==> src/logic/word_asm_pkg.sv <==
package word_asm_pkg;

   // ------------------------------------------------------------
   // Clock and timing
   // ------------------------------------------------------------
   localparam int CLK_MHZ = 100;
   localparam int SCLK_PULSE_NS = 1000;
   localparam int SCLK_PULSE_CYC = (SCLK_PULSE_NS * CLK_MHZ + 999) / 1000;
   localparam int EMD_PULSE_NS = 2000;
   localparam int EMD_PULSE_CYC = (EMD_PULSE_NS * CLK_MHZ + 999) / 1000;
   localparam int TIMER_W = 8;

   // ------------------------------------------------------------
   // Register map (byte addresses)
   // ------------------------------------------------------------
   localparam logic [3:0] ADDR_CTRL = 4'h0;
   localparam logic [3:0] ADDR_STATUS = 4'h4;
   localparam logic [3:0] ADDR_FRAMES = 4'h8;
   localparam logic [3:0] ADDR_WORD_HI = 4'hc;

   localparam int CTRL_GO_BIT = 0;
   localparam int CTRL_FUNC_LSB = 1;
   localparam int CTRL_FUNC_W = 5;
   localparam int CTRL_FMT_LSB = 8;
   localparam int FMT_W = 4;

   localparam logic [4:0] FUNC_RESET = 5'h00;
   localparam logic [3:0] FMT_RESET = 4'h0;
   localparam logic [4:0] FUNC_XFER_MASK = 5'h18;
   localparam logic [4:0] FUNC_XFER_MATCH = 5'h18;

   localparam int ST_OCC_BIT = 0;
   localparam int ST_EN_BIT = 1;
   localparam int ST_GO_BIT = 2;
   localparam int ST_FMTE_BIT = 3;
   localparam int ST_OVF_BIT = 4;
   localparam int ST_LATE_BIT = 5;
   localparam int ST_STATE_LSB = 8;
   localparam int ST_POS_LSB = 12;

   // ------------------------------------------------------------
   // Formats
   // ------------------------------------------------------------
   localparam logic [3:0] FMT_CORE_DUMP = 4'h0;
   localparam logic [3:0] FMT_SEVEN_TRACK = 4'h1;
   localparam logic [3:0] FMT_ASCII = 4'h2;
   localparam logic [3:0] FMT_COMPAT = 4'h3;

   localparam logic [2:0] FRAMES_CORE_DUMP = 3'h5;
   localparam logic [2:0] FRAMES_SEVEN_TRACK = 3'h6;
   localparam logic [2:0] FRAMES_ASCII = 3'h5;
   localparam logic [2:0] FRAMES_COMPAT = 3'h4;

   localparam int SECTIONS = 6;
   localparam int HALF_W = 18;
   localparam logic PARITY_ODD = 1'b1;

   // ------------------------------------------------------------
   // Types
   // ------------------------------------------------------------
   typedef enum logic [2:0] {
      SEQ_OFF     = 3'b000,
      SEQ_COLLECT = 3'b001,
      SEQ_ALIGN   = 3'b010,
      SEQ_DONE    = 3'b011,
      SEQ_SCLK1   = 3'b100,
      SEQ_WAIT1   = 3'b101,
      SEQ_SCLK2   = 3'b110,
      SEQ_WAIT2   = 3'b111
   } seq_state_t;

   typedef struct packed {
      logic [HALF_W-1:0] data;
      logic parity;
   } half_word_t;

   typedef struct packed {
      logic first;
      logic load_sel;
      logic third;
   } state_outs_t;

endpackage

==> src/logic/tape_frame_word_assembler.sv <==
`timescale 1ns/1ps

// Summary of operation
// RULE_01: Transfer function decoded asserts occupied and enable
// RULE_02: Sequencer runs only with enable and go
// RULE_03: Run gives drive-set, delay, then init one-shot
// RULE_04: Init state: first high, others low
// RULE_05: Format code picks mode and frames
// RULE_06: Undefined format code raises format error
// RULE_07: Frames gathered into 36-bit word
// RULE_08: Each strobe advances position and frame count
// RULE_09: Position counter addresses section load table
// RULE_10: Later strobes skip already-loaded low sections
// RULE_11: Match when position equals format frames
// RULE_12: Match steps sequencer, word shifted left
// RULE_13: Word done clock starts with the first of two slave clocks
// RULE_14: Each write clock drives next half word
// RULE_15: Parity driven with each half word
// RULE_16: After both halves return to initial state
// RULE_17: Every slave clock preloads position counter
// RULE_18: Frame count overflow drops assembler enable
// RULE_19: Word crosses as two 18-bit halves
// RULE_20: One-shot pulses on delay falling edge
module tape_frame_word_assembler #(
   parameter int FRAME_COUNT_W = 16
) (
   input wire logic clk,
   input wire logic rst,
   input wire logic [3:0] avs_address,
   input wire logic avs_read,
   input wire logic avs_write,
   input wire logic [31:0] avs_writedata,
   output logic [31:0] avs_readdata,
   output logic avs_waitrequest,
   input wire logic read_char_strobe,
   input wire logic [7:0] read_char_lines,
   input wire logic write_clock,
   output word_asm_pkg::half_word_t host_half,
   output logic slave_clock,
   output logic transfer_occupied,
   output logic assembler_enable,
   output logic drive_set_pulse,
   output logic end_motion_delay_pulse,
   output logic format_error,
   output word_asm_pkg::state_outs_t state_outs
);
   import word_asm_pkg::*;

   if (FRAME_COUNT_W < 4 || FRAME_COUNT_W > 32) begin : g_bad_fc
      $error("FRAME_COUNT_W must lie in 4..32");
   end
   if (SCLK_PULSE_CYC >= (1 << TIMER_W) ||
       EMD_PULSE_CYC >= (1 << TIMER_W)) begin : g_bad_timer
      $error("Pulse counts do not fit the timer");
   end

   // ------------------------------------------------------------
   // Pin synchronisers
   // ------------------------------------------------------------
   logic [9:0] pin_meta_q;
   logic [9:0] pin_sync_q;
   logic strobe_prev_q;
   logic wclk_prev_q;

   always_ff @(posedge clk or posedge rst) begin
      if (rst) begin
         pin_meta_q <= 10'h000;
         pin_sync_q <= 10'h000;
      end else begin
         pin_meta_q <= {write_clock, read_char_strobe, read_char_lines};
         pin_sync_q <= pin_meta_q;
      end
   end

   always_ff @(posedge clk or posedge rst) begin
      if (rst) begin
         strobe_prev_q <= 1'b0;
         wclk_prev_q <= 1'b0;
      end else begin
         strobe_prev_q <= pin_sync_q[8];
         wclk_prev_q <= pin_sync_q[9];
      end
   end

   logic strobe_rise;
   logic wclk_rise;
   logic [7:0] char_in;
   assign strobe_rise = pin_sync_q[8] & ~strobe_prev_q;
   assign wclk_rise = pin_sync_q[9] & ~wclk_prev_q;
   assign char_in = pin_sync_q[7:0];

   // ------------------------------------------------------------
   // Bus slave
   // ------------------------------------------------------------
   logic waitrequest_q;
   logic [31:0] readdata_q;
   logic [CTRL_FUNC_W-1:0] func_q;
   logic [FMT_W-1:0] fmt_q;
   logic [FRAME_COUNT_W-1:0] frames_q;
   logic bus_req;
   logic wr_take;
   logic ctrl_wr;
   logic xfer_code;
   logic run_req;

   assign bus_req = avs_read | avs_write;
   assign wr_take = avs_write & ~waitrequest_q;
   assign ctrl_wr = wr_take && avs_address == ADDR_CTRL;
   assign xfer_code = (avs_writedata[CTRL_FUNC_LSB +: CTRL_FUNC_W]
                       & FUNC_XFER_MASK) == FUNC_XFER_MATCH;
   assign run_req = ctrl_wr & xfer_code & avs_writedata[CTRL_GO_BIT];

   // One wait cycle, then the answer
   always_ff @(posedge clk or posedge rst) begin
      if (rst) begin
         waitrequest_q <= 1'b1;
      end else begin
         waitrequest_q <= ~(bus_req & waitrequest_q);
      end
   end

   always_ff @(posedge clk or posedge rst) begin
      if (rst) begin
         func_q <= FUNC_RESET;
         fmt_q <= FMT_RESET;
      end else if (ctrl_wr) begin
         func_q <= avs_writedata[CTRL_FUNC_LSB +: CTRL_FUNC_W];
         fmt_q <= avs_writedata[CTRL_FMT_LSB +: FMT_W];
      end
   end

   // ------------------------------------------------------------
   // Control levels
   // ------------------------------------------------------------
   logic occupied_q;
   logic enable_q;
   logic go_buf_q;
   logic fmt_err_q;
   logic overflow_q;
   logic late_q;
   logic end_run;
   seq_state_t state_q;
   logic [2:0] pos_q;

   always_ff @(posedge clk or posedge rst) begin
      if (rst) begin
         occupied_q <= 1'b0;
      end else begin
         occupied_q <= (func_q & FUNC_XFER_MASK) == FUNC_XFER_MATCH; // see RULE_01
      end
   end

   always_ff @(posedge clk or posedge rst) begin
      if (rst) begin
         fmt_err_q <= 1'b0;
      end else begin
         fmt_err_q <= fmt_q > FMT_COMPAT; // see RULE_06
      end
   end

   // Last word already sent once overflow is seen between words
   assign end_run = overflow_q && state_q == SEQ_COLLECT && pos_q == 3'h0;

   always_ff @(posedge clk or posedge rst) begin
      if (rst) begin
         enable_q <= 1'b0;
         go_buf_q <= 1'b0;
      end else if (ctrl_wr) begin
         enable_q <= xfer_code; // see RULE_01
         go_buf_q <= run_req;
      end else if (end_run) begin
         enable_q <= 1'b0; // see RULE_18
         go_buf_q <= 1'b0;
      end
   end

   // ------------------------------------------------------------
   // Run start: drive set, motion delay, one-shot
   // ------------------------------------------------------------
   logic dset_q;
   logic emd_q;
   logic emd_prev_q;
   logic init_pulse_q;
   logic [TIMER_W-1:0] emd_cnt_q;

   always_ff @(posedge clk or posedge rst) begin
      if (rst) begin
         dset_q <= 1'b0;
      end else begin
         dset_q <= run_req; // see RULE_03
      end
   end

   always_ff @(posedge clk or posedge rst) begin
      if (rst) begin
         emd_q <= 1'b0;
         emd_cnt_q <= '0;
      end else if (dset_q) begin
         emd_q <= 1'b1; // see RULE_03
         emd_cnt_q <= TIMER_W'(EMD_PULSE_CYC - 1);
      end else if (emd_cnt_q != '0) begin
         emd_cnt_q <= emd_cnt_q - 1'b1;
      end else begin
         emd_q <= 1'b0;
      end
   end

   always_ff @(posedge clk or posedge rst) begin
      if (rst) begin
         emd_prev_q <= 1'b0;
         init_pulse_q <= 1'b0;
      end else begin
         emd_prev_q <= emd_q;
         init_pulse_q <= emd_prev_q & ~emd_q; // see RULE_20
      end
   end

   // ------------------------------------------------------------
   // Frame position and frame count
   // ------------------------------------------------------------
   logic [2:0] frames_need;
   logic match;
   logic take;
   logic seq_run;
   logic sclk_q;
   logic [TIMER_W-1:0] sclk_cnt_q;

   always_comb begin
      case (fmt_q)
         FMT_CORE_DUMP: frames_need = FRAMES_CORE_DUMP; // see RULE_05
         FMT_SEVEN_TRACK: frames_need = FRAMES_SEVEN_TRACK;
         FMT_ASCII: frames_need = FRAMES_ASCII;
         FMT_COMPAT: frames_need = FRAMES_COMPAT;
         default: frames_need = FRAMES_COMPAT;
      endcase
   end

   assign seq_run = enable_q & go_buf_q; // see RULE_02
   assign match = pos_q == frames_need; // see RULE_11
   assign take = strobe_rise && seq_run && state_q == SEQ_COLLECT &&
                 !match && !fmt_err_q;

   always_ff @(posedge clk or posedge rst) begin
      if (rst) begin
         pos_q <= 3'h0;
      end else if (init_pulse_q || (sclk_q && sclk_cnt_q == '0)) begin
         pos_q <= 3'h0; // see RULE_17
      end else if (take) begin
         pos_q <= pos_q + 3'h1; // see RULE_08
      end
   end

   always_ff @(posedge clk or posedge rst) begin
      if (rst) begin
         frames_q <= '0;
      end else if (wr_take && avs_address == ADDR_FRAMES) begin
         frames_q <= avs_writedata[FRAME_COUNT_W-1:0];
      end else if (take) begin
         frames_q <= frames_q + 1'b1; // see RULE_08
      end
   end

   // Set wins over the clear made by a new run
   always_ff @(posedge clk or posedge rst) begin
      if (rst) begin
         overflow_q <= 1'b0;
      end else if (take && &frames_q) begin
         overflow_q <= 1'b1; // see RULE_18
      end else if (run_req) begin
         overflow_q <= 1'b0;
      end
   end

   // Strobe lost while the word was being handed over
   always_ff @(posedge clk or posedge rst) begin
      if (rst) begin
         late_q <= 1'b0;
      end else if (strobe_rise && seq_run && !take) begin
         late_q <= 1'b1;
      end else if (run_req) begin
         late_q <= 1'b0;
      end
   end

   // ------------------------------------------------------------
   // Data shift register sections
   // ------------------------------------------------------------
   logic [SECTIONS-1:0] load_mask;
   logic [7:0] sec_q [SECTIONS];

   assign load_mask = 6'h3f << pos_q; // see RULE_09 RULE_10

   for (genvar g = 0; g < SECTIONS; g++) begin : g_sec
      always_ff @(posedge clk or posedge rst) begin
         if (rst) begin
            sec_q[g] <= 8'h00;
         end else if (take && load_mask[g]) begin
            sec_q[g] <= char_in; // see RULE_07
         end
      end
   end

   // Left alignment of the frames into the word
   logic [35:0] aligned;
   always_comb begin
      case (fmt_q)
         FMT_SEVEN_TRACK: aligned = {sec_q[0][5:0], sec_q[1][5:0],
            sec_q[2][5:0], sec_q[3][5:0], sec_q[4][5:0], sec_q[5][5:0]};
         FMT_ASCII: aligned = {sec_q[0][6:0], sec_q[1][6:0],
            sec_q[2][6:0], sec_q[3][6:0], sec_q[4]};
         FMT_COMPAT: aligned = {sec_q[0], sec_q[1], sec_q[2], sec_q[3],
            4'h0};
         default: aligned = {sec_q[0], sec_q[1], sec_q[2], sec_q[3],
            sec_q[4][3:0]};
      endcase
   end

   logic [35:0] word_q;
   always_ff @(posedge clk or posedge rst) begin
      if (rst) begin
         word_q <= 36'h000000000;
      end else if (state_q == SEQ_ALIGN) begin
         word_q <= aligned; // see RULE_12
      end
   end

   // ------------------------------------------------------------
   // Sequencing state register
   // ------------------------------------------------------------
   always_ff @(posedge clk or posedge rst) begin
      if (rst) begin
         state_q <= SEQ_OFF;
      end else if (!seq_run) begin
         state_q <= SEQ_OFF; // see RULE_02
      end else if (init_pulse_q) begin
         state_q <= SEQ_COLLECT; // see RULE_03 RULE_04
      end else begin
         case (state_q)
            SEQ_COLLECT: if (match) state_q <= SEQ_ALIGN; // see RULE_12
            SEQ_ALIGN: state_q <= SEQ_DONE;
            SEQ_DONE: state_q <= SEQ_SCLK1; // see RULE_13
            SEQ_SCLK1: if (sclk_cnt_q == '0) state_q <= SEQ_WAIT1;
            SEQ_WAIT1: if (wclk_rise) state_q <= SEQ_SCLK2; // see RULE_14
            SEQ_SCLK2: if (sclk_cnt_q == '0) state_q <= SEQ_WAIT2;
            SEQ_WAIT2: if (wclk_rise) state_q <= SEQ_COLLECT; // see RULE_16
            default: state_q <= SEQ_OFF;
         endcase
      end
   end

   state_outs_t souts_q;
   logic word_done_q;
   always_ff @(posedge clk or posedge rst) begin
      if (rst) begin
         souts_q <= '0;
         word_done_q <= 1'b0;
      end else begin
         souts_q.first <= state_q == SEQ_COLLECT; // see RULE_04
         souts_q.load_sel <= state_q == SEQ_ALIGN || state_q == SEQ_DONE;
         souts_q.third <= state_q[2];
         word_done_q <= state_q == SEQ_DONE; // see RULE_13
      end
   end

   // ------------------------------------------------------------
   // Slave clock pulses and half-word output
   // ------------------------------------------------------------
   logic sclk_start;
   assign sclk_start = seq_run && !init_pulse_q &&
      (state_q == SEQ_DONE || (state_q == SEQ_WAIT1 && wclk_rise));

   always_ff @(posedge clk or posedge rst) begin
      if (rst) begin
         sclk_q <= 1'b0;
         sclk_cnt_q <= '0;
      end else if (sclk_start) begin
         sclk_q <= 1'b1; // see RULE_13
         sclk_cnt_q <= TIMER_W'(SCLK_PULSE_CYC - 1);
      end else if (sclk_cnt_q != '0) begin
         sclk_cnt_q <= sclk_cnt_q - 1'b1;
      end else begin
         sclk_q <= 1'b0;
      end
   end

   half_word_t half_q;
   always_ff @(posedge clk or posedge rst) begin
      if (rst) begin
         half_q <= '0;
      end else if (wclk_rise && seq_run && state_q == SEQ_WAIT1) begin
         half_q.data <= word_q[35:18]; // see RULE_14 RULE_19
         half_q.parity <= ^word_q[35:18] ^ PARITY_ODD; // see RULE_15
      end else if (wclk_rise && seq_run && state_q == SEQ_WAIT2) begin
         half_q.data <= word_q[17:0]; // see RULE_14 RULE_19
         half_q.parity <= ^word_q[17:0] ^ PARITY_ODD; // see RULE_15
      end
   end

   // ------------------------------------------------------------
   // Read data
   // ------------------------------------------------------------
   always_ff @(posedge clk or posedge rst) begin
      if (rst) begin
         readdata_q <= 32'h00000000;
      end else if (avs_read && waitrequest_q) begin
         readdata_q <= 32'h00000000;
         case (avs_address)
            ADDR_CTRL: begin
               readdata_q[CTRL_FUNC_LSB +: CTRL_FUNC_W] <= func_q;
               readdata_q[CTRL_FMT_LSB +: FMT_W] <= fmt_q;
               readdata_q[CTRL_GO_BIT] <= go_buf_q;
            end
            ADDR_STATUS: begin
               readdata_q[ST_OCC_BIT] <= occupied_q;
               readdata_q[ST_EN_BIT] <= enable_q;
               readdata_q[ST_GO_BIT] <= go_buf_q;
               readdata_q[ST_FMTE_BIT] <= fmt_err_q;
               readdata_q[ST_OVF_BIT] <= overflow_q;
               readdata_q[ST_LATE_BIT] <= late_q;
               readdata_q[ST_STATE_LSB +: 3] <= state_q;
               readdata_q[ST_POS_LSB +: 3] <= pos_q;
            end
            ADDR_FRAMES: readdata_q[FRAME_COUNT_W-1:0] <= frames_q;
            ADDR_WORD_HI: readdata_q[HALF_W-1:0] <= word_q[35:18];
            default: readdata_q <= 32'h00000000;
         endcase
      end
   end

   assign avs_readdata = readdata_q;
   assign avs_waitrequest = waitrequest_q;
   assign host_half = half_q;
   assign slave_clock = sclk_q;
   assign transfer_occupied = occupied_q;
   assign assembler_enable = enable_q;
   assign drive_set_pulse = dset_q;
   assign end_motion_delay_pulse = emd_q;
   assign format_error = fmt_err_q;
   assign state_outs = souts_q;

endmodule // tape_frame_word_assembler

==> config.mk <==
export PLATFORM = sky130hd
export DESIGN_NAME = tape_frame_word_assembler
export DESIGN_NICKNAME = d
export VERILOG_FILES = /design/src/logic/word_asm_pkg.sv /design/src/logic/tape_frame_word_assembler.sv
export SDC_FILE = /design/constraint.sdc
export NUM_CORES = 1
export LEC_CHECK = 0
export ABC_AREA = 1
export BUFFER_PORTS_ARGS = -buffer_cell sky130_fd_sc_hd__buf_4
export CAP_MARGIN = 10
export CORE_MARGIN = 1.5
export CORE_UTILIZATION = 33
export CTS_CLUSTER_SIZE = 10
export DETAILED_ROUTE_END_ITERATION = 16
export GPL_TIMING_DRIVEN = 0
export PLACE_DENSITY = 0.49
export SYNTH_ARGS = -nofsm -noshare
export SYNTH_HDL_FRONTEND = slang
export SYNTH_SLANG_ARGS = --single-unit
==> constraint.sdc <==
create_clock -name clk -period 11.9 [get_ports clk]
set_input_delay 2.38 -clock clk [delete_from_list [all_inputs] [get_ports clk]]
set_output_delay 2.38 -clock clk [all_outputs]
set_load 0.01 [all_outputs]
==> impl_metrics.prom, run 1 <==
# TYPE chip_impl_metric gauge
chip_impl_info{name="status",value="completed"} 1
chip_impl_metric{name="postLayoutCoreUtil",unit="%"} 40.13
chip_impl_metric{name="initial_antenna_violation_count",unit=""} 0
chip_impl_info{name="critical_path.reg2reg.endpoint",value="word_q[34]"} 1
chip_impl_metric{name="timing.final.crit_period",unit="ps"} 3784
chip_impl_metric{name="timing.final.setup_violations",unit=""} 0
chip_impl_info{name="layout.cells.most_common_list",value="nand2_1 (324), dfrtp_1 (202), inv_1 (165)"} 1
chip_impl_metric{name="routed_wl",unit="mm"} 27.96
chip_impl_metric{name="drive_gt1_share",unit="%"} 12.99
chip_impl_metric{name="synth.lib_cells_used.distinct",unit=""} 47
chip_impl_info{name="ctsRootBufferMaster",value="clkbuf_16"} 1
chip_impl_info{name="endpoint_of_the_worst_setup_timing_path",value="late_q"} 1
chip_impl_metric{name="grt_use_total",unit="%"} 18.23
chip_impl_info{name="global_route.peak_usage_layer",value="met2"} 1
chip_impl_metric{name="synth_edf_count",unit=""} 0
chip_impl_metric{name="crit_path_max_fanout",unit=""} 9
chip_impl_info{name="crit_path_top_delay_cell",value="nor3_2"} 1
chip_impl_metric{name="antenna_cells",unit=""} 0
chip_impl_metric{name="finalInstanceArea",unit="mm²"} 0.01193
chip_impl_metric{name="post_cts.repair.setup_buffers",unit=""} 0
chip_impl_metric{name="drt_first_pass_iters",unit=""} 5
chip_impl_metric{name="grtUsageMet1",unit="%"} 26.44
chip_impl_metric{name="core_area",unit="mm²"} 0.02972
chip_impl_info{name="unrepaired_setup_endpoints_after_global_routing",value="false"} 1
chip_impl_metric{name="path_clk_slew",unit="ps"} 50
chip_impl_metric{name="slew_viol_final",unit=""} 0
chip_impl_metric{name="grt.met2_usage",unit="%"} 28.86
chip_impl_metric{name="final-hold-violation-count",unit=""} 0
chip_impl_metric{name="groute.layer.met3.usage",unit="%"} 2.062
chip_impl_info{name="cts_tree",value="yes"} 1
chip_impl_metric{name="port_buffer_count",unit=""} 80
chip_impl_metric{name="critical_path_cell_count",unit=""} 10
chip_impl_info{name="worstReg2RegStart",value="state_q[0]"} 1
chip_impl_info{name="cp_cell_sequence",value="buf_4 > nor2_4 > nand2_1 > inv_2 > nand2_1 > inv_1 > nand2_1 > nor3_2 > inv_1 > a22o_1"} 1
chip_impl_metric{name="die_w",unit="µm"} 177.0
chip_impl_metric{name="synth_area_per_cell",unit="µm²"} 8.288
chip_impl_metric{name="worst_path_max_stage_delay",unit="ps"} 370
chip_impl_metric{name="cts_num_sinks",unit=""} 203
chip_impl_info{name="mostFrequentLayoutCell",value="nand2_1"} 1
chip_impl_metric{name="synthesized_instance_count",unit=""} 1206
chip_impl_metric{name="crit_required",unit="ps"} 12300
chip_impl_metric{name="sequential_share_of_the_synthesized_area",unit="%"} 50.83
chip_impl_metric{name="totalNegativeSetupSlack",unit="ps"} 0
chip_impl_metric{name="timing.max_slew.rel_slack",unit="%"} 58.21
chip_impl_info{name="setup.worst_path.start",value="avs_address[1]"} 1
chip_impl_metric{name="p_per_area",unit="mW/mm²"} 140.0
chip_impl_metric{name="cts.repair.resized",unit=""} 0
chip_impl_metric{name="ctsHoldBuffers",unit=""} 0
chip_impl_info{name="critPathCaptureType",value="register"} 1
chip_impl_metric{name="ff2ff_path_depth",unit=""} 8
chip_impl_metric{name="start_util",unit="%"} 33.64
chip_impl_metric{name="worstMarginPinSlew",unit="ps"} 626.9
chip_impl_metric{name="ctsHtreeMaxLevel",unit=""} 1
chip_impl_info{name="critical_path.most_common_cell",value="nand2_1"} 1
chip_impl_info{name="cell_family_with_the_largest_share_of_critical_path_delay",value="simple AND/OR/NAND/NOR gates"} 1
chip_impl_metric{name="vias",unit=""} 8262
chip_impl_metric{name="worst_r2r_setup_slack",unit="ps"} 9340
chip_impl_metric{name="max_cap_violations",unit=""} 0
chip_impl_metric{name="synth_seq_cells",unit=""} 203
chip_impl_metric{name="die-area",unit="mm²"} 0.03134
chip_impl_metric{name="design.final.nets",unit=""} 1390
chip_impl_metric{name="power.static_leakage",unit="µW"} 0.005861
chip_impl_metric{name="cp.arrival",unit="ps"} 4190
chip_impl_metric{name="die-height",unit="µm"} 177.0
chip_impl_metric{name="critical_path.n_buffers_inverters",unit=""} 4
chip_impl_metric{name="post-route-drc-count",unit=""} 0
chip_impl_metric{name="rows",unit=""} 63
chip_impl_metric{name="syn_to_final_growth",unit="%"} 19.30
chip_impl_metric{name="drtIter0Drc",unit=""} 493
chip_impl_metric{name="synth.cell_area",unit="mm²"} 0.009996
chip_impl_info{name="worstSetupStartpointType",value="input port"} 1
chip_impl_metric{name="max_clock_freq",unit="GHz"} 0.2643
chip_impl_metric{name="cts_max_path_buffers",unit=""} 3
chip_impl_metric{name="period_share",unit="%"} 31.80
chip_impl_metric{name="yosys_warnings",unit=""} 0
chip_impl_metric{name="synth_async_sr_flop_share",unit="%"} 100.0
chip_impl_metric{name="finalWeightedCongestion",unit=""} 0.8572
chip_impl_info{name="postSynth.topFlopCell",value="dfrtp_1"} 1
chip_impl_metric{name="placedInstanceArea",unit="mm²"} 0.01120
chip_impl_metric{name="tritoncts.num_buffers",unit=""} 25
chip_impl_metric{name="ioPinCount",unit=""} 111
chip_impl_metric{name="ant_nets",unit=""} 0
chip_impl_metric{name="vias_per_cell",unit=""} 4.778
chip_impl_metric{name="wire_per_inst",unit="µm"} 16.17
chip_impl_metric{name="dpl.hpwl",unit="mm"} 21.23
chip_impl_metric{name="grt_start_max_net_pins",unit=""} 82
chip_impl_metric{name="grt-ovfl-total",unit=""} 0
chip_impl_metric{name="grt_first_pass_wirelength",unit="mm"} 44.53
chip_impl_metric{name="n_fill_cell",unit=""} 3062
chip_impl_metric{name="worst_hold_slack",unit="ps"} 346.3
chip_impl_metric{name="worst_vdd_ir",unit="µV"} 89.90
chip_impl_metric{name="source_to_sink_clock_delay_at_the_later_pin_of_the_worst_skew_pair",unit="ps"} 530
chip_impl_metric{name="grt_pass1_vias",unit=""} 7899
chip_impl_metric{name="finClkSkew",unit="ps"} 13.98
chip_impl_info{name="hp-start",value="pin_meta_q[0]"} 1
chip_impl_info{name="min-delay-path-class",value="reg2reg"} 1
chip_impl_info{name="critPathKind",value="in2reg"} 1
-- routing by layer --
layer  vias to the layer above  share of wire [%]
met5                         -                  0
met4                         0                1.9
met3                        35                4.1
met2                       185                 45
met1                      3874                 49
li1                       4168                  -
-- final cells by class --
class                           instances  area [µm²]  area share (%)
Sequential cell                       203        5081           42.61
Timing Repair Buffer                   82       655.6           5.498
Tap cell                              390       488.0           4.092
Inverter                              168       638.1           5.351
Clock buffer                           37       720.7           6.043
Clock inverter                          1       8.758         0.07344
Multi-Input combinational cell        794        4034           33.83
Buffer                                 54       299.0           2.508
-- sequential cells by signal (all words and copies together) (netlist names), 4 cells and up --
register / cells
emd_cnt_q: 8
sec_q: 46
word_q: 36
pin_meta_q: 10
pin_sync_q: 10
host_half: 19
fmt_q: 4
avs_readdata: 18
frames_q: 16
func_q: 5
sclk_cnt_q: 8
-- through the flow --
stage          instances  power [µW]  setup WS, ps
6_report            1729        1670          8116
5_1_grt             1729        1756          7962
4_1_cts             1729        1695          8058
3_5_place_dp        1691       989.2          7498
3_3_place_gp        1689       984.6          1173
2_1_floorplan       1219       913.0          3983
-- how the worst min path moves through the flow --
stage / cells after the start / to
finish: 0 / pin_sync_q[0]
global route: 0 / pin_sync_q[6]
CTS: 0 / pin_sync_q[0]
detailed placement: 0 / pin_sync_q[0]
global placement: 0 / pin_sync_q[0]
floorplan: 0 / pin_sync_q[0]
-- synthesized netlist by cell type (all sizes together), types with 18 or more instances --
master	instances	area share, %
nand2	330	13
nand3	33	1.7
xor2	18	1.6
dfrtp	202	51
clkbuf	22	0.84
nor2	75	3.2
a21oi	51	2.6
o22ai	43	2.7
inv	168	6.3
o21ai	121	6.4
a211oi	32	2.4
buf	32	2.2
-- worst register-to-register path: stages, from the launching register on --
cell      delay (ps)
dfrtp_1          420
inv_1            150
ha_1             180
inv_1             70
nor2_2           400
inv_2            200
clkbuf_1         340
a211oi_1         580
nor2_1            80
-- cells by family (layout without fill, tap and decap cells) --
logic type / count (synthesis) / in the layout / synth area share [%]
DFF: 203 / 203 / 50.83
xor gates and xnor gates: 26 / 26 / 2.278
other: 1 / 14 / 0.03752
adders and majority gates: 12 / 12 / 1.502
AOI/OAI and AO/OA: 284 / 284 / 16.99
and+or+nand+nor: 458 / 458 / 19.06
buffers and inverters: 222 / 342 / 9.300
-- report_power, final --
part / internal, µW / leakage, µW / switching, µW / total (µW)
clock: 411 / 0.000357 / 283 / 694
combinational: 70.2 / 0.00278 / 131 / 201
sequential: 735 / 0.00272 / 39.8 / 775
total: 1220 / 0.00586 / 453 / 1670
(Power assumes the default switching activity.)
==> run 2: changes to the inputs <==
--- a/config.mk
+++ b/config.mk
@@ -5,7 +5,7 @@
 export SDC_FILE = /design/constraint.sdc
 export NUM_CORES = 1
 export LEC_CHECK = 0
-export ABC_AREA = 1
+export ABC_AREA = 0
 export BUFFER_PORTS_ARGS = -buffer_cell sky130_fd_sc_hd__buf_4
 export CAP_MARGIN = 10
 export CORE_MARGIN = 1.5
@@ -13,7 +13,7 @@
 export CTS_CLUSTER_SIZE = 10
 export DETAILED_ROUTE_END_ITERATION = 16
 export GPL_TIMING_DRIVEN = 0
-export PLACE_DENSITY = 0.49
+export PLACE_DENSITY = 0.51
 export SYNTH_ARGS = -nofsm -noshare
 export SYNTH_HDL_FRONTEND = slang
 export SYNTH_SLANG_ARGS = --single-unit
==> constraint.sdc (replaced) <==
create_clock -name clk -period 3.24 [get_ports clk]
set_input_delay 0.648 -clock clk [delete_from_list [all_inputs] [get_ports clk]]
set_output_delay 0.648 -clock clk [all_outputs]
set_load 0.01 [all_outputs]
==> impl_metrics.prom, run 2 <==
# TYPE chip_impl_metric gauge
chip_impl_info{name="status",value="completed"} 1
chip_impl_metric{name="post-place-ws",unit="ps"} -87.66
chip_impl_metric{name="share_clk_of_total_power",unit="%"} 38.8
chip_impl_metric{name="grt_first_pass_wirelength",unit="mm"} 41.93
chip_impl_metric{name="power_switching",unit="µW"} 1865
chip_impl_info{name="worstReg2RegStart",value="fmt_q[1]"} 1
chip_impl_info{name="cp_cell_sequence",value="buf_2 > nor4b_4 > xnor2_1 > a21oi_2 > o21ai_1 > mux2_2"} 1
chip_impl_metric{name="crit_required",unit="ps"} 3630
chip_impl_metric{name="wire_per_inst",unit="µm"} 18.99
chip_impl_metric{name="worstMarginPinSlew",unit="ps"} 999.4
chip_impl_metric{name="post-route-drc-count",unit=""} 0
chip_impl_metric{name="cts_max_path_buffers",unit=""} 3
chip_impl_metric{name="synth_async_sr_flop_share",unit="%"} 100.0
chip_impl_metric{name="grt-ovfl-total",unit=""} 0
chip_impl_metric{name="timing.final.crit_period",unit="ps"} 2958
chip_impl_metric{name="finalWeightedCongestion",unit=""} 0.8247
chip_impl_metric{name="cp.arrival",unit="ps"} 3350
chip_impl_info{name="cts_tree",value="yes"} 1
chip_impl_metric{name="finClkSkew",unit="ps"} 17.86
chip_impl_info{name="yosys-top-cells-count",value="dfrtp_1 (202), nand2_1 (140), nor2_1 (68)"} 1
chip_impl_metric{name="p_per_area",unit="mW/mm²"} 571.4
chip_impl_info{name="unrepaired_setup_endpoints_after_global_routing",value="false"} 1
chip_impl_metric{name="synthesized_instance_count",unit=""} 904
chip_impl_metric{name="grt_start_max_net_pins",unit=""} 41
chip_impl_metric{name="antenna_cells",unit=""} 0
chip_impl_metric{name="path_clk_slew",unit="ps"} 60
chip_impl_metric{name="vias",unit=""} 7281
chip_impl_metric{name="core_area",unit="mm²"} 0.02801
chip_impl_metric{name="ioPinCount",unit=""} 111
chip_impl_metric{name="slew_viol_final",unit=""} 0
chip_impl_metric{name="power.combinational.fraction",unit="%"} 15.7
chip_impl_metric{name="drtIter0Drc",unit=""} 473
chip_impl_metric{name="grt_pass1_vias",unit=""} 7093
chip_impl_metric{name="largest_register_ffs",unit=""} 46
chip_impl_metric{name="placedInstanceArea",unit="mm²"} 0.01067
chip_impl_info{name="mostFrequentLayoutCell",value="dfrtp_1"} 1
chip_impl_metric{name="synth.cell_area",unit="mm²"} 0.009462
chip_impl_metric{name="timing.max_slew.rel_slack",unit="%"} 33.20
chip_impl_metric{name="synth_seq_cells",unit=""} 203
chip_impl_info{name="critPathKind",value="reg2reg"} 1
chip_impl_metric{name="max_cap_violations",unit=""} 0
chip_impl_metric{name="grt_use_total",unit="%"} 18.55
chip_impl_metric{name="ctsHoldBuffers",unit=""} 0
chip_impl_metric{name="setup_slack",unit="ps"} 282.1
chip_impl_metric{name="post_cts.repair.setup_buffers",unit=""} 0
chip_impl_metric{name="crit_path_max_fanout",unit=""} 8
chip_impl_metric{name="drive_gt1_share",unit="%"} 18.31
chip_impl_metric{name="synth_area_per_cell",unit="µm²"} 10.47
chip_impl_metric{name="finalInstanceArea",unit="mm²"} 0.01140
chip_impl_metric{name="cts_num_sinks",unit=""} 203
chip_impl_info{name="critPathCaptureType",value="register"} 1
chip_impl_metric{name="p_int",unit="µW"} 4648
chip_impl_metric{name="worst_r2r_setup_slack",unit="ps"} 280
chip_impl_info{name="largest_register",value="sec_q"} 1
chip_impl_metric{name="initial_antenna_violation_count",unit=""} 0
chip_impl_info{name="postSynth.topFlopCell",value="dfrtp_1"} 1
chip_impl_metric{name="worst_path_max_stage_delay",unit="ps"} 550
chip_impl_metric{name="die_w",unit="µm"} 172.3
chip_impl_metric{name="swShare",unit="%"} 28.64
chip_impl_metric{name="port_buffer_count",unit=""} 78
chip_impl_metric{name="worst_vdd_ir",unit="µV"} 297.2
chip_impl_info{name="worstSetupStartpointType",value="register"} 1
chip_impl_metric{name="totalNegativeSetupSlack",unit="ps"} 0
chip_impl_metric{name="period_share",unit="%"} 91.29
chip_impl_info{name="post-synth-top-area-cell",value="dfrtp_1"} 1
chip_impl_info{name="layout.cells.most_common_list",value="dfrtp_1 (202), nand2_1 (140), buf_4 (92)"} 1
chip_impl_metric{name="sequential_share_of_the_synthesized_area",unit="%"} 53.70
chip_impl_metric{name="final-hold-violation-count",unit=""} 0
chip_impl_info{name="min-delay-path-class",value="in2async"} 1
chip_impl_metric{name="max_clock_freq",unit="GHz"} 0.3381
chip_impl_metric{name="power.static_leakage",unit="µW"} 0.005089
chip_impl_metric{name="routed_wl",unit="mm"} 26.99
chip_impl_info{name="crit_path_top_delay_cell",value="nor4b_4"} 1
chip_impl_metric{name="tritoncts.num_buffers",unit=""} 25
chip_impl_metric{name="die-area",unit="mm²"} 0.02970
chip_impl_metric{name="timing.final.setup_violations",unit=""} 0
chip_impl_metric{name="pwr-share-seq",unit="%"} 45.5
chip_impl_info{name="yosys-top-cells-area",value="dfrtp_1 (53%), mux2_2 (6.0%), nand2_1 (5.6%)"} 1
chip_impl_metric{name="drt_first_pass_iters",unit=""} 5
chip_impl_metric{name="dpl.hpwl",unit="mm"} 19.82
chip_impl_metric{name="synth_edf_count",unit=""} 0
chip_impl_metric{name="die-height",unit="µm"} 172.3
chip_impl_metric{name="source_to_sink_clock_delay_at_the_later_pin_of_the_worst_skew_pair",unit="ps"} 520
chip_impl_metric{name="ant_nets",unit=""} 0
chip_impl_info{name="ctsRootBufferMaster",value="clkbuf_16"} 1
chip_impl_metric{name="cts.repair.resized",unit=""} 0
chip_impl_metric{name="synth.lib_cells_used.distinct",unit=""} 59
chip_impl_metric{name="vias_per_cell",unit=""} 5.124
chip_impl_metric{name="yosys_warnings",unit=""} 0
chip_impl_metric{name="ctsHtreeMaxLevel",unit=""} 1
chip_impl_metric{name="design.final.nets",unit=""} 1089
chip_impl_info{name="setup.worst_path.start",value="fmt_q[1]"} 1
chip_impl_info{name="synthMostInstantiatedCell",value="dfrtp_1"} 1
chip_impl_metric{name="rows",unit=""} 61
chip_impl_metric{name="post-synth-top-area-fraction",unit="%"} 53.43
chip_impl_metric{name="start_util",unit="%"} 33.78
chip_impl_metric{name="syn_to_final_growth",unit="%"} 20.46
[run 2: metal layers]
layer  track usage [%]  vias to the layer above  share of wire (%)
met3             2.838                       58                4.5
met2             29.86                      180                 47
met5                 0                        -                  0
met4             6.049                        0                3.3
li1                  -                     3429                  -
met1             25.54                     3614                 46
[run 2: logic make-up after synthesis]
group | count (synthesis) | share of synthesized area (%)
flops | 203 | 53.70
simple gates | 293 | 14.27
buf+inv | 78 | 3.676
other cells | 1 | 0.03963
fa+ha+maj | 12 | 1.587
xor+xnor | 48 | 4.880
compound gates | 206 | 14.12
mux | 63 | 7.723
[run 2: power by group through the flow]
stage / combinational [µW] / sequential (µW) / clock, µW
after floorplan: 746 / 2930 / 0
after global placement: 1000 / 3000 / 0
after detailed placement: 1030 / 3000 / 0
after CTS: 1040 / 2960 / 2600
after global routing: 1170 / 2990 / 2700
final: 1020 / 2970 / 2530
[run 2: final cells by class]
class | instances | area (µm²)
plain buffers | 59 | 276.5
clock buffers | 42 | 719.4
clock inverters | 1 | 5.005
fillers | 2769 | 16610
inverters | 19 | 75.07
multi-input cells | 636 | 4081
flip-flops and latches | 203 | 5081
well taps | 378 | 473.0
repair buffers | 83 | 685.7
[run 2: final timing paths]
path / depth (start not counted) / to
max: 6 / sec_q[15]
min: 2 / pin_meta_q[4]
min in group clk: 1 / pin_meta_q[9]
min reg2reg: 0 / pin_sync_q[3]
max reg2reg: 6 / sec_q[15]
max in group asynchronous: 4 / emd_cnt_q[5]
[run 2: worst max-delay path: cells and delay by family (launching register included)]
kind,cells,cell delay (ps)
xor gates and xnor gates,1,310
DFF,1,360
and+or+nand+nor,1,550
muxes,1,410
AOI/OAI and AO/OA,2,1000
buffers and inverters,1,190
[run 2: metrics by stage]
| step | total power [µW] | utilization (%) | instances | hold WS [ps] |
|---|---|---|---|---|
| 2_1_floorplan | 3679 | - | 917 | 331.2 |
| 3_3_place_gp | 4004 | 37.75 | 1373 | 334.5 |
| 3_5_place_dp | 4032 | 38.10 | 1378 | 335.5 |
| 4_1_cts | 6596 | 40.69 | 1421 | 211.0 |
| 5_1_grt | 6859 | 40.69 | 1421 | 222.8 |
| 6_report | 6513 | 40.69 | 1421 | 210.0 |
